--- config.mk ---
export PLATFORM = sky130hd
export DESIGN_NAME = ext_memory_interface
export DESIGN_NICKNAME = d
export VERILOG_FILES = /design/src/rtl/ext_mem_interface_pkg.sv /design/src/rtl/ext_memory_interface.sv
export SDC_FILE = /design/constraint.sdc
export NUM_CORES = 1
export LEC_CHECK = 0
export BUFFER_PORTS_ARGS = -buffer_cell sky130_fd_sc_hd__buf_2
export CAP_MARGIN = 15
export CORE_AREA = 8 8 111 113
export DETAILED_ROUTE_END_ITERATION = 12
export DIE_AREA = 0 0 119 121
export PLACE_DENSITY = 0.74
export SYNTH_ARGS = -nofsm -noshare
export SYNTH_HDL_FRONTEND = slang
export SYNTH_SLANG_ARGS = --single-unit
--- constraint.sdc ---
create_clock -name CLK_SYS -period 1.8 [get_ports CLK_SYS]
set_input_delay 0 -clock CLK_SYS [delete_from_list [all_inputs] [get_ports CLK_SYS]]
set_output_delay 0 -clock CLK_SYS [all_outputs]
set_load 0.01 [all_outputs]
--- src/rtl/ext_mem_interface_pkg.sv ---
package ext_mem_interface_pkg;

	// ----------------------------------------------------------------
	// Register map
	// ----------------------------------------------------------------
	localparam logic [1:0] ADDR_MCU_CONTROL = 2'h0;
	localparam logic [1:0] ADDR_EXT_MCU_CTRL = 2'h1;
	localparam logic [1:0] ADDR_SPECIAL_IO   = 2'h2;
	localparam logic [1:0] ADDR_STATUS       = 2'h3;
	localparam logic [7:0] RESET_REG         = 8'h00;

	localparam int BIT_ENABLE      = 7;
	localparam int BIT_UPPER_LO    = 6;
	localparam int BIT_UPPER_HI    = 1;
	localparam int BIT_LOWER_HI    = 3;
	localparam int BIT_LOWER_LO    = 2;
	localparam int BIT_LIMIT_MSB   = 6;
	localparam int BIT_LIMIT_LSB   = 4;
	localparam int BIT_KEEPER      = 6;
	localparam int BIT_MASK_MSB    = 5;
	localparam int BIT_MASK_LSB    = 3;

	// ----------------------------------------------------------------
	// Memory map
	// ----------------------------------------------------------------
	localparam logic [15:0] INT_TOP      = 16'h10ff;
	localparam logic [2:0]  LIMIT_NONE   = 3'h0;
	localparam logic [1:0]  WAIT_HOLD    = 2'h3;
	localparam logic [1:0]  WAIT_TWO     = 2'h2;

	typedef enum {ST_IDLE, ST_ADDR, ST_STROBE, ST_WAIT, ST_TAIL, ST_HOLD} xstate_t;

	typedef struct packed {
		logic        rd;
		logic        wr;
		logic [15:0] addr;
		logic [7:0]  data;
		logic        next_ram;
	} access_t;

endpackage : ext_mem_interface_pkg

--- src/rtl/ext_memory_interface.sv ---
// Added by the designer: the register offsets and the plain strobed port.
`timescale 1ns/1ps
module ext_memory_interface
	import ext_mem_interface_pkg::*;
(
	input  wire logic       CLK_SYS,        // System clock, 20 MHz.
	input  wire logic       RESET,          // Synchronous reset, active high.
	input  wire logic [1:0] REG_ADDR,       // Register index.
	input  wire logic [7:0] REG_WDATA,      // Register write data.
	input  wire logic       REG_WR,         // Register write strobe.
	input  wire logic       REG_RD,         // Register read strobe.
	output logic      [7:0] REG_RDATA,      // Read data, cycle after strobe.
	input  wire access_t    CPU_REQ,        // One-cycle data-space request.
	output logic            CPU_BUSY,       // Access in progress.
	output logic            CPU_VALID,      // Read data valid pulse.
	output logic      [7:0] CPU_RDATA,      // Read data.
	output logic            CPU_EXTERNAL,   // Last access went external.
	input  wire logic [7:0] PORT_OUT_LOW,   // Port output bits of shared bus pins.
	input  wire logic [7:0] PORT_DIR_LOW,   // Port direction of shared bus pins.
	input  wire logic [7:0] PORT_OUT_HIGH,  // Port output bits of high address pins.
	input  wire logic [7:0] PORT_DIR_HIGH,  // Port direction of high address pins.
	input  wire logic [7:0] BUS_IN,         // Shared bus pin level.
	output logic      [7:0] BUS_OUT,        // Shared bus drive value.
	output logic      [7:0] BUS_OE,         // Shared bus drive enable.
	output logic      [7:0] BUS_PULLUP,     // Shared bus pull-up enable.
	output logic            BUS_KEEP,       // Bus keeper enable.
	output logic      [7:0] HIGH_ADDR,      // High address pins.
	output logic      [7:0] HIGH_OE,        // High address drive enable.
	output logic            LATCH_STROBE,   // Address latch strobe.
	output logic            READ_STROBE_N,  // Read strobe, active low.
	output logic            STORE_STROBE_N, // Write strobe, active low.
	output logic            CTRL_OE         // Strobe pins driven.
);

	// ----------------------------------------------------------------
	// Registers and decode
	// ----------------------------------------------------------------
	logic [7:0] mcu_control;
	logic [7:0] ext_mcu_control;
	logic [7:0] special_function_io;
	logic [7:0] bus_sync1;
	logic [7:0] bus_sync;
	xstate_t    state;
	access_t    cur;
	logic       cur_ext;
	logic [1:0] wait_left;
	logic [1:0] cur_code;
	logic       rd_grab;

	function automatic logic [7:0] high_keep(input logic [2:0] code);
		high_keep = 8'hff >> code;
	endfunction : high_keep

	wire        ext_mem_enable    = mcu_control[BIT_ENABLE];
	wire        upper_wait_sel_lo = mcu_control[BIT_UPPER_LO];
	wire        upper_wait_sel_hi = ext_mcu_control[BIT_UPPER_HI];
	wire        lower_wait_sel_hi = ext_mcu_control[BIT_LOWER_HI];
	wire        lower_wait_sel_lo = ext_mcu_control[BIT_LOWER_LO];
	wire [2:0]  sector_limit_sel  = ext_mcu_control[BIT_LIMIT_MSB:BIT_LIMIT_LSB];
	wire        bus_keeper_enable = special_function_io[BIT_KEEPER];
	wire [2:0]  high_addr_mask    = special_function_io[BIT_MASK_MSB:BIT_MASK_LSB];
	wire [1:0]  upper_code        = {upper_wait_sel_hi, upper_wait_sel_lo};
	wire [1:0]  lower_code        = {lower_wait_sel_hi, lower_wait_sel_lo};
	// Boundary 0x2000*n: an address is upper when its top three bits reach n.
	wire        req_upper   = (sector_limit_sel == LIMIT_NONE)
	                          || (CPU_REQ.addr[15:13] >= sector_limit_sel);
	wire [1:0]  req_code    = req_upper ? upper_code : lower_code;
	// With the interface off, upper addresses reach nothing and never alias.
	wire        req_ext     = CPU_REQ.addr > INT_TOP;
	wire        req_go      = (CPU_REQ.rd || CPU_REQ.wr) && !CPU_BUSY;
	wire [7:0]  status_word = {5'h00, CPU_BUSY, cur_ext, ext_mem_enable};
	wire [7:0]  next_rdata  = (REG_ADDR == ADDR_MCU_CONTROL)  ? mcu_control :
	                          (REG_ADDR == ADDR_EXT_MCU_CTRL) ? ext_mcu_control :
	                          (REG_ADDR == ADDR_SPECIAL_IO)   ? special_function_io :
	                          status_word;
	wire [7:0]  hi_keep     = high_keep(high_addr_mask);

	always_ff @(posedge CLK_SYS) begin
		if (RESET) begin
			mcu_control         <= RESET_REG;
			ext_mcu_control     <= RESET_REG;
			special_function_io <= RESET_REG;
			REG_RDATA           <= RESET_REG;
		end else begin
			if (REG_WR && REG_ADDR == ADDR_MCU_CONTROL)  mcu_control <= REG_WDATA;
			if (REG_WR && REG_ADDR == ADDR_EXT_MCU_CTRL) ext_mcu_control <= REG_WDATA;
			if (REG_WR && REG_ADDR == ADDR_SPECIAL_IO)   special_function_io <= REG_WDATA;
			REG_RDATA <= REG_RD ? next_rdata : RESET_REG;
		end
	end

	always_ff @(posedge CLK_SYS) begin
		bus_sync1 <= BUS_IN;
		bus_sync  <= bus_sync1;
	end

	// ----------------------------------------------------------------
	// Access sequencer
	// ----------------------------------------------------------------
	// ADDR: latch strobe high with address. STROBE: strobe low phase, wait states counted down there.
	// TAIL: trailing latch pulse when the next instruction uses RAM.
	always_ff @(posedge CLK_SYS) begin
		if (RESET) begin
			state          <= ST_IDLE;
			cur            <= '0;
			cur_ext        <= 1'b0;
			cur_code       <= 2'h0;
			wait_left      <= 2'h0;
			rd_grab        <= 1'b0;
			CPU_BUSY       <= 1'b0;
			CPU_VALID      <= 1'b0;
			CPU_RDATA      <= 8'h00;
			CPU_EXTERNAL   <= 1'b0;
			LATCH_STROBE   <= 1'b0;
			READ_STROBE_N  <= 1'b1;
			STORE_STROBE_N <= 1'b1;
		end else begin
			CPU_VALID <= 1'b0;
			rd_grab   <= 1'b0;
			unique case (state)
				ST_IDLE: begin
					LATCH_STROBE <= 1'b0;
					if (req_go) begin
						cur          <= CPU_REQ;
						cur_ext      <= req_ext && ext_mem_enable;
						CPU_EXTERNAL <= req_ext && ext_mem_enable;
						cur_code     <= req_code;
						wait_left    <= (req_code == WAIT_HOLD) ? WAIT_TWO : req_code;
						CPU_BUSY     <= 1'b1;
						LATCH_STROBE <= ext_mem_enable;
						state        <= ST_ADDR;
					end
				end
				ST_ADDR: begin
					LATCH_STROBE   <= 1'b0;
					READ_STROBE_N  <= !(cur_ext && cur.rd);
					STORE_STROBE_N <= !(cur_ext && cur.wr);
					state          <= ST_STROBE;
				end
				ST_STROBE: begin
					if (cur_ext && wait_left != 2'h0) begin
						wait_left <= wait_left - 2'h1;
					end else begin
						READ_STROBE_N  <= 1'b1;
						STORE_STROBE_N <= 1'b1;
						rd_grab        <= cur.rd;
						state          <= (cur_ext && cur_code == WAIT_HOLD) ? ST_HOLD : ST_TAIL;
					end
				end
				ST_HOLD: begin
					state <= ST_TAIL;
				end
				ST_TAIL: begin
					LATCH_STROBE <= ext_mem_enable && cur.next_ram;
					CPU_BUSY     <= 1'b0;
					state        <= ST_IDLE;
				end
				default: state <= ST_IDLE;
			endcase
			// The pin level sampled one edge before the strobe's rising edge leaves the synchroniser now.
			if (rd_grab) begin
				CPU_VALID <= 1'b1;
				CPU_RDATA <= bus_sync;
			end
		end
	end

	// ----------------------------------------------------------------
	// Pin muxing
	// ----------------------------------------------------------------
	// Pins are registered, so the address is launched with the request so that it
	// stands on the bus while the latch strobe is high and falls.
	wire       drive_addr = (state == ST_IDLE) && req_go;
	wire       drive_data = cur.wr && (state == ST_ADDR || state == ST_STROBE
	                        || state == ST_HOLD);
	wire [15:0] pin_addr  = drive_addr ? CPU_REQ.addr : cur.addr;
	wire [7:0] next_bus   = !ext_mem_enable ? PORT_OUT_LOW :
	                        drive_addr ? CPU_REQ.addr[7:0] : cur.data;
	wire [7:0] next_oe    = !ext_mem_enable ? PORT_DIR_LOW :
	                        ((drive_addr || drive_data) ? 8'hff : 8'h00);
	wire [7:0] next_hi    = ext_mem_enable ? ((pin_addr[15:8] & hi_keep) | (PORT_OUT_HIGH & ~hi_keep))
	                                       : PORT_OUT_HIGH;
	wire [7:0] next_hi_oe = ext_mem_enable ? (hi_keep | (PORT_DIR_HIGH & ~hi_keep))
	                                       : PORT_DIR_HIGH;

	always_ff @(posedge CLK_SYS) begin
		if (RESET) begin
			BUS_OUT    <= 8'h00;
			BUS_OE     <= 8'h00;
			BUS_PULLUP <= 8'h00;
			BUS_KEEP   <= 1'b0;
			HIGH_ADDR  <= 8'h00;
			HIGH_OE    <= 8'h00;
			CTRL_OE    <= 1'b0;
		end else begin
			BUS_OUT    <= next_bus;
			BUS_OE     <= next_oe;
			BUS_PULLUP <= PORT_OUT_LOW & ~next_oe;
			BUS_KEEP   <= bus_keeper_enable;
			HIGH_ADDR  <= next_hi;
			HIGH_OE    <= next_hi_oe;
			CTRL_OE    <= ext_mem_enable;
		end
	end

	// ----------------------------------------------------------------
	// Checks
	// ----------------------------------------------------------------
	a_internal_no_strobe: assert property (@(posedge CLK_SYS) disable iff (RESET)
		(state == ST_ADDR && !cur_ext) |=> (READ_STROBE_N && STORE_STROBE_N))
		else $error("strobe on internal access");
	a_latch_low_data: assert property (@(posedge CLK_SYS) disable iff (RESET)
		(!READ_STROBE_N || !STORE_STROBE_N) |-> !LATCH_STROBE)
		else $error("latch strobe high in data phase");
	a_latch_then_strobe: assert property (@(posedge CLK_SYS) disable iff (RESET)
		(LATCH_STROBE && state == ST_ADDR && cur_ext && cur.wr) |=> $fell(LATCH_STROBE)
		##0 !STORE_STROBE_N)
		else $error("write strobe does not follow latch");
	a_zero_wait_len: assert property (@(posedge CLK_SYS) disable iff (RESET)
		($fell(READ_STROBE_N) && cur_code == 2'h0) |=> READ_STROBE_N)
		else $error("zero-wait strobe length wrong");
	a_two_wait_len: assert property (@(posedge CLK_SYS) disable iff (RESET)
		($fell(READ_STROBE_N) && cur_code == WAIT_TWO) |-> !READ_STROBE_N [*3] ##1 READ_STROBE_N)
		else $error("two-wait strobe length wrong");
	a_keeper_follow: assert property (@(posedge CLK_SYS) disable iff (RESET)
		1'b1 |=> BUS_KEEP == $past(bus_keeper_enable))
		else $error("keeper not following enable");
	a_disabled_port: assert property (@(posedge CLK_SYS) disable iff (RESET)
		!ext_mem_enable |=> (BUS_OE == $past(PORT_DIR_LOW) && HIGH_OE == $past(PORT_DIR_HIGH)))
		else $error("port settings not restored");
	a_trail_pulse: assert property (@(posedge CLK_SYS) disable iff (RESET)
		(state == ST_TAIL && ext_mem_enable && !cur.next_ram) |=> !LATCH_STROBE)
		else $error("trailing latch pulse without RAM access");

endmodule : ext_memory_interface

==> flow_metrics.py, run 1 <==
metrics = {
    "status": {
        "status": "complete, no violations",
    },
    "yosys": {
        "seq_area_frac_synth_pct": 55.29,
        "async_reset_ff_share_pct": 0,
        "ys_seq_elements": 131,
        "synth_edf_count": 0,
        "synthTopCellsByCount": "dfxtp_1, nor2_1, nand2_1",
        "syn-mean-instance-area_sq_um": 9.680,
        "synthFlopType": "dfxtp_1",
        "syn_inst": 490,
        "synthTopCellsByArea": "dfxtp_1, mux2i_1, nor2_1, a21oi_1, nand2_1",
        "yosys.area.top_type": "dfxtp_1",
        "synth.top_cell.area_share_pct": 55.29,
        "syn_area_sq_um": 4743,
        "synthMostInstantiatedCell": "dfxtp_1",
        "ys_types": 49,
        "yosysWarnings": 0,
        "syn_nets": 575,
    },
    "worst_setup_path": {
        "cp_data_required_time_ns": 2.23,
        "cp_slowest_cell": "or4b_1",
        "worst-path-buf-inv": 2,
        "cpLargestDelayFamily": "simple AND/OR/NAND/NOR gates",
        "cp_cell_sequence": "inv_2, ha_1, o21a_1, a211oi_4, buf_6, or4b_1, a31oi_1",
        "crit_type": "flop to flop",
        "cpPeakStageDelay_ns": 0.47,
        "cp_data_arrival_time_ns": 2.20,
        "startpoint_type": "flop",
        "cp_max_fo": 4,
        "end_kind": "flop",
    },
    "clocking": {
        "cts.sinks": 131,
        "clock_latency_ns": 0.51,
        "cts_tree": "done",
        "root_buffer": "clkbuf_8",
        "cts.htree.levels": 4,
        "clk_pin_slew_ns": 0.06,
        "clockBufferDepth": 2,
        "cts_made_buffers": 17,
    },
    "timing": {
        "relSlewSlack_pct": 58.59,
        "hold_viol": 0,
        "post-route-min-period_ns": 1.764,
        "finalMaxSlewViolations": 0,
        "fmaxAchievable_ghz": 0.5667,
        "setup_viol": 0,
        "hold_ws_ns": 0.09019,
        "fin_crit_sh_pct": 98.03,
        "fin_ws_ns": 0.03552,
        "worst_slew_pin_slew_ns": 0.6193,
        "finClkSkew_ns": 0.01017,
    },
    "die": {
        "core-area_sq_um": 10600,
        "dieHeight_um": 121,
        "ios": 145,
        "start_util_pct": 44.74,
        "rows": 38,
        "die_w_um": 119,
        "die_area_sq_um": 14400,
    },
    "cells_and_area": {
        "fin_nets": 820,
        "drive_gt1_share_pct": 29.68,
        "syn2layout_area_growth_pct": 52.36,
        "finalNonFillerCells": 890,
    },
    "power": {
        "fin_total_pwr_w": 0.007777,
        "powerDensity_nw_per_um2": 1076,
        "leakage_nw": 3.210,
        "max-vdd-ir-drop_uv": 768.0,
    },
    "routing": {
        "drtAntennaViolNets": 0,
        "dr.pass1.iters": 4,
        "drt-wirelength-per-cell_um": 16.89,
        "avgViaCountPerCell": 5.056,
        "drt_iter0_markers": 287,
        "vias": 4500,
        "wl_um": 15040,
        "drc": 0,
    },
    "global_route": {
        "antenna_found_initial": 1,
        "grt_pass1_wl_um": 24310,
        "grt_usage_pct": 20.97,
        "grt_start_max_net_pins": 71,
        "overflow": 0,
        "first_global_vias": 5007,
    },
    "placed_design": {
        "dp_cells": 763,
        "post-dp-hpwl_um": 9071,
        "pre_cts_ws_ns": -0.07766,
        "io_buffers": 144,
        "place.gp.congestion": 0.8731,
    },
    "worst_hold_path": {
        "hp-class": "input pin to flop",
    },
    "job": {
        "maxCapViolCount": 0,
    },
}
layout make-up:
cell class / count / area (sq um)
fillers: 766 / 3376
flip-flops and latches: 131 / 2629
multi-input cells: 324 / 1977
repair buffers: 253 / 1783
clock buffers: 18 / 427.9
clock inverters: 14 / 200.2
well taps: 140 / 175.2
inverters: 8 / 30.03
diodes: 2 / 5.005
worst min-delay path: cells and delay by family:
kind	cells	cell delay [ns]
buffers and inverters	1	0.19
AOI/OAI and AO/OA	1	0.05
muxes	1	0.15
and+or+nand+nor	2	0.16
layer usage:
| layer | routed length (um) | track usage [%] |
|---|---|---|
| met5 | 0 | 0 |
| met4 | 356 | 11.07 |
| met3 | 992 | 6.794 |
| met2 | 7952 | 38.29 |
| met1 | 5735 | 20.90 |
per-stage QoR:
| stage | util, % | TNS, ns | cell area (sq um) |
|---|---|---|---|
| after detailed placement | 53.04 | -0.1549 | 5624 |
| after CTS | 67.76 | 0 | 7184 |
| after global placement | 53.04 | 0 | 5624 |
| after global routing | 68.14 | -0.06452 | 7224 |
| final | 68.16 | 0 | 7227 |
| after floorplan | - | 0 | 4743 |
layout by cell type (no fill, tap or decap), types with 4 or more instances in the layout:
| cell | count |
|---|---|
| a211oi_1 | 6 |
| a211oi_2 | 4 |
| a21oi_1 | 47 |
| a311oi_1 | 8 |
| buf_2 | 143 |
| buf_4 | 18 |
| bufinv_16 | 4 |
| clkbuf_16 | 16 |
| dfxtp_1 | 128 |
| dlygate4sd3_1 | 90 |
| inv_1 | 6 |
| mux2i_1 | 37 |
| nand2_1 | 59 |
| nand3_1 | 11 |
| nor2_1 | 81 |
| nor2b_1 | 6 |
| nor3_1 | 14 |
| o21ai_0 | 5 |
registers in the layout, summed over array words and instances, names as in the netlist, 2 cells and up:
register	flops
wait_left	2
HIGH_ADDR	8
cur_code	2
state	3
BUS_OE	8
mcu_control	8
bus_sync	8
bus_sync1	8
BUS_OUT	8
ext_mcu_control	8
cur	19
HIGH_OE	8
special_function_io	8
CPU_RDATA	8
REG_RDATA	8
BUS_PULLUP	8
path summary, 6_finish.rpt:
path,startpoint,end,slack [ns],cells after the start
setup / recovery,ext_mcu_control[6],wait_left[0],0.04,7
setup reg to reg,ext_mcu_control[6],wait_left[0],0.04,7
hold reg to reg,bus_sync1[4],bus_sync[4],0.33,0
hold / removal,REG_ADDR[0],REG_RDATA[3],0.09,5
cells by family after synthesis:
family / share of synthesized area, %
compound gates: 12.35
mux: 9.443
simple gates: 17.91
fa+ha+maj: 1.055
buf+inv: 3.957
flops: 55.29
timing repair:
item / 4_1_cts / 5_1_grt
gates resized for setup: 6 / 7
pin swaps: 3 / 6
gates cloned: 0 / 1
setup endpoints to repair: 2 / 5
hold buffers: 90 / 0
buffers inserted: 1 / 1
endpoints found under the hold margin: 107 / 0
where the power goes:
part           total [W]  switching [W]  internal (W)  leakage, nW
sequential       0.00314      0.0000733       0.00307         1.08
combinational    0.00101       0.000529      0.000485         1.83
clock            0.00362        0.00132       0.00230        0.298
(Power assumes the default switching activity.)
==> run 2: changes to the inputs <==
Settings changed: ABC_AREA from default to 1, ABC_CLOCK_PERIOD_IN_PS from default to 1800, CORE_AREA 8 8 111 113 to 8 8 112 114, DIE_AREA 0 0 119 121 to 0 0 120 122, TNS_END_PERCENT from default to 20.
==> run 2 against run 1 <==
Against the previous run: core utilization down 1.4 points; sequential share of layout area up 0.35 points; critical endpoint is now mcu_control[1]; die area up 1.7%; largest power group is now registers; non-clock buffer count down 9; via count up 5.6%; worst setup slack better by 0.073 ns.
==> flow_metrics.py, run 2 <==
metrics = {
    "cells_and_area": {
        "largest_reg_flops": 19,
        "final_common_cell": "buf_2",
        "final_cell_mix": "buf_2, dfxtp_1, nand2_1",
        "drive_gt1_share_pct": 26.33,
        "top_register": "cur",
        "fillers": 862,
        "final_util_pct": 66.76,
        "fin_nets": 918,
        "finalNonFillerCells": 984,
        "syn2layout_area_growth_pct": 48.41,
    },
    "worst_setup_path": {
        "crit_cells": 7,
        "crit_type": "input pin to flop",
        "startpoint_type": "input pin",
        "cp_data_required_time_ns": 2.21,
        "cp_slowest_cell": "dlygate4sd3_1",
        "worst-path-buf-inv": 3,
        "reg2reg_depth": 13,
        "reg2reg_slack_ns": 0.11,
        "end_kind": "flop",
        "rr_startpoint": "state[0]",
        "cp_max_fo": 11,
        "critPathMostFrequentCell": "dlygate4sd3_1",
        "cpPeakStageDelay_ns": 0.57,
        "r2r_end": "BUS_OE[6]",
        "cp_data_arrival_time_ns": 2.10,
        "cp_cell_sequence": "dlygate4sd3_1, buf_2, nor2_2, nand2_1, o21ai_1, dlygate4sd3_1, nor2_1",
        "cpLargestDelayFamily": "buffers and inverters",
    },
    "power": {
        "max-vdd-ir-drop_uv": 601.6,
        "leakage_nw": 3.519,
        "powerDensity_nw_per_um2": 1115,
    },
    "status": {
        "status": "complete, no violations",
    },
    "routing": {
        "drc": 0,
        "avgViaCountPerCell": 4.828,
        "wl_um": 14380,
        "drtAntennaViolNets": 0,
        "dr.pass1.iters": 5,
        "drt_iter0_markers": 375,
        "drt-wirelength-per-cell_um": 14.61,
        "vias": 4751,
    },
    "yosys": {
        "yosys.area.top_type": "dfxtp_1",
        "synth.top_cell.area_share_pct": 54.50,
        "syn_area_sq_um": 4812,
        "synthTopCellsByCount": "dfxtp_1, nand2_1, inv_1",
        "async_reset_ff_share_pct": 0,
        "yosysWarnings": 0,
        "ys_seq_elements": 131,
        "synthFlopType": "dfxtp_1",
        "seq_area_frac_synth_pct": 54.50,
        "syn_inst": 591,
        "synth_edf_count": 0,
        "synthTopCellsByArea": "dfxtp_1, nand2_1, inv_1, nor2_1, a21oi_1",
        "syn-mean-instance-area_sq_um": 8.142,
        "ys_types": 34,
        "syn_nets": 676,
        "synthMostInstantiatedCell": "dfxtp_1",
    },
    "placed_design": {
        "post-dp-hpwl_um": 9531,
        "dp_cells": 862,
        "io_buffers": 144,
        "pre_cts_ws_ns": 0.2786,
        "place.gp.congestion": 0.8779,
    },
    "clocking": {
        "root_buffer": "clkbuf_8",
        "clock_latency_ns": 0.51,
        "clockBufferDepth": 2,
        "clk_pin_slew_ns": 0.05,
        "cts_tree": "done",
        "cts.sinks": 131,
        "cts_made_buffers": 17,
        "cts.htree.levels": 4,
    },
    "timing": {
        "finalMaxSlewViolations": 0,
        "relSlewSlack_pct": 57.01,
        "fmaxAchievable_ghz": 0.5914,
        "fin_ws_ns": 0.1090,
        "hold_viol": 0,
        "hold_ws_ns": 0.1218,
        "post-route-min-period_ns": 1.691,
        "setup_viol": 0,
        "fin_crit_sh_pct": 93.95,
        "worst_slew_pin_slew_ns": 0.6381,
        "finClkSkew_ns": 0.005249,
    },
    "die": {
        "rows": 38,
        "die_area_sq_um": 14640,
        "dieHeight_um": 122,
        "die_w_um": 120,
        "start_util_pct": 44.98,
        "core-area_sq_um": 10700,
        "ios": 145,
    },
    "worst_hold_path": {
        "min-delay-start": "BUS_IN[4]",
        "hold_path_depth": 2,
        "hp-class": "input pin to flop",
        "whs_endpoint": "bus_sync1[4]",
    },
    "global_route": {
        "grt_start_max_net_pins": 38,
        "grt_usage_pct": 19.62,
        "grt-busiest-layer": "met2",
        "met1_usage_pct": 21.58,
        "overflow": 0,
        "use_met3_pct": 6.988,
        "grt_pass1_wl_um": 23000,
        "first_global_vias": 4769,
        "met2_usage_pct": 33.88,
        "antenna_found_initial": 1,
    },
    "job": {
        "maxCapViolCount": 0,
    },
}
-- run 2: worst max-delay path by stage --
stage / startpoint / endpoint / slack [ns]
after floorplan: ext_mcu_control[6] / cur_code[0] / 0.43
final: REG_ADDR[1] / mcu_control[1] / 0.11
after global routing: state[2] / BUS_OE[6] / -0.02
after global placement: ext_mcu_control[6] / wait_left[0] / 0.32
after CTS: state[0] / HIGH_ADDR[3] / 0.04
after detailed placement: CPU_BUSY / BUS_OE[3] / 0.28
-- run 2: stage by stage --
| step | TNS (ns) | cell area, sq um | power, W |
|---|---|---|---|
| after floorplan | 0 | 4812 | 0.004177 |
| after global placement | 0 | 5654 | 0.004524 |
| after detailed placement | 0 | 5654 | 0.004569 |
| after CTS | 0 | 7083 | 0.007899 |
| after global routing | -0.03510 | 7142 | 0.008368 |
| final | 0 | 7142 | 0.007964 |
-- run 2: what timing repair did --
action                     in CTS  in global routing
hold endpoints to repair      100                  0
buffers inserted                0                  4
setup endpoints to repair       0                  3
hold buffers                   88                  0
resized for setup               0                  7
-- run 2: per-layer routing --
layer | share of wire [%] | routed length [um] | vias up
met5 | 0 | 0 | -
met4 | 1.9 | 269 | 0
met3 | 7.6 | 1100 | 25
met2 | 48 | 6968 | 177
met1 | 42 | 6041 | 2170
li1 | - | - | 2379
-- run 2: layout make-up --
class	count	area, sq um	share of cell area, %
sequential	131	2623	36.72
multi-input combinational	349	1759	24.63
timing repair buffer	244	1692	23.69
clock buffer	24	470.5	6.587
inverter	90	342.8	4.800
tap	140	175.2	2.453
clock inverter	5	77.57	1.086
antenna	1	2.502	0.03504
-- run 2: cells by family (layout without fill, tap and decap cells) --
family                   Yosys count  count (layout)  share of synthesized area [%]
AND/OR/NAND/NOR                  214             215                          19.58
AO/OA/AOI/OAI                    130             130                          15.29
buffers and inverters            112             363                          9.594
adder cells (fa/ha/maj)            4               4                          1.040
flip-flops                       131             131                          54.50
other                              0               1                              0
-- run 2: worst register-to-register path: stages, from the launching register on --
cell      delay, ns
dfxtp_1        0.33
inv_2          0.07
nand2_4        0.07
nor2_4         0.19
nand2_8        0.09
clkbuf_4       0.19
buf_4          0.15
inv_4          0.10
nand2_2        0.08
nand2_2        0.09
inv_4          0.07
nand2_2        0.08
nand2_1        0.06
inv_1          0.06
-- run 2: where the power goes --
group | internal, W | total [W] | switching (W)
Sequential | 0.00317 | 0.00328 | 0.000111
Clock | 0.00205 | 0.00317 | 0.00112
Combinational | 0.000627 | 0.00151 | 0.000881
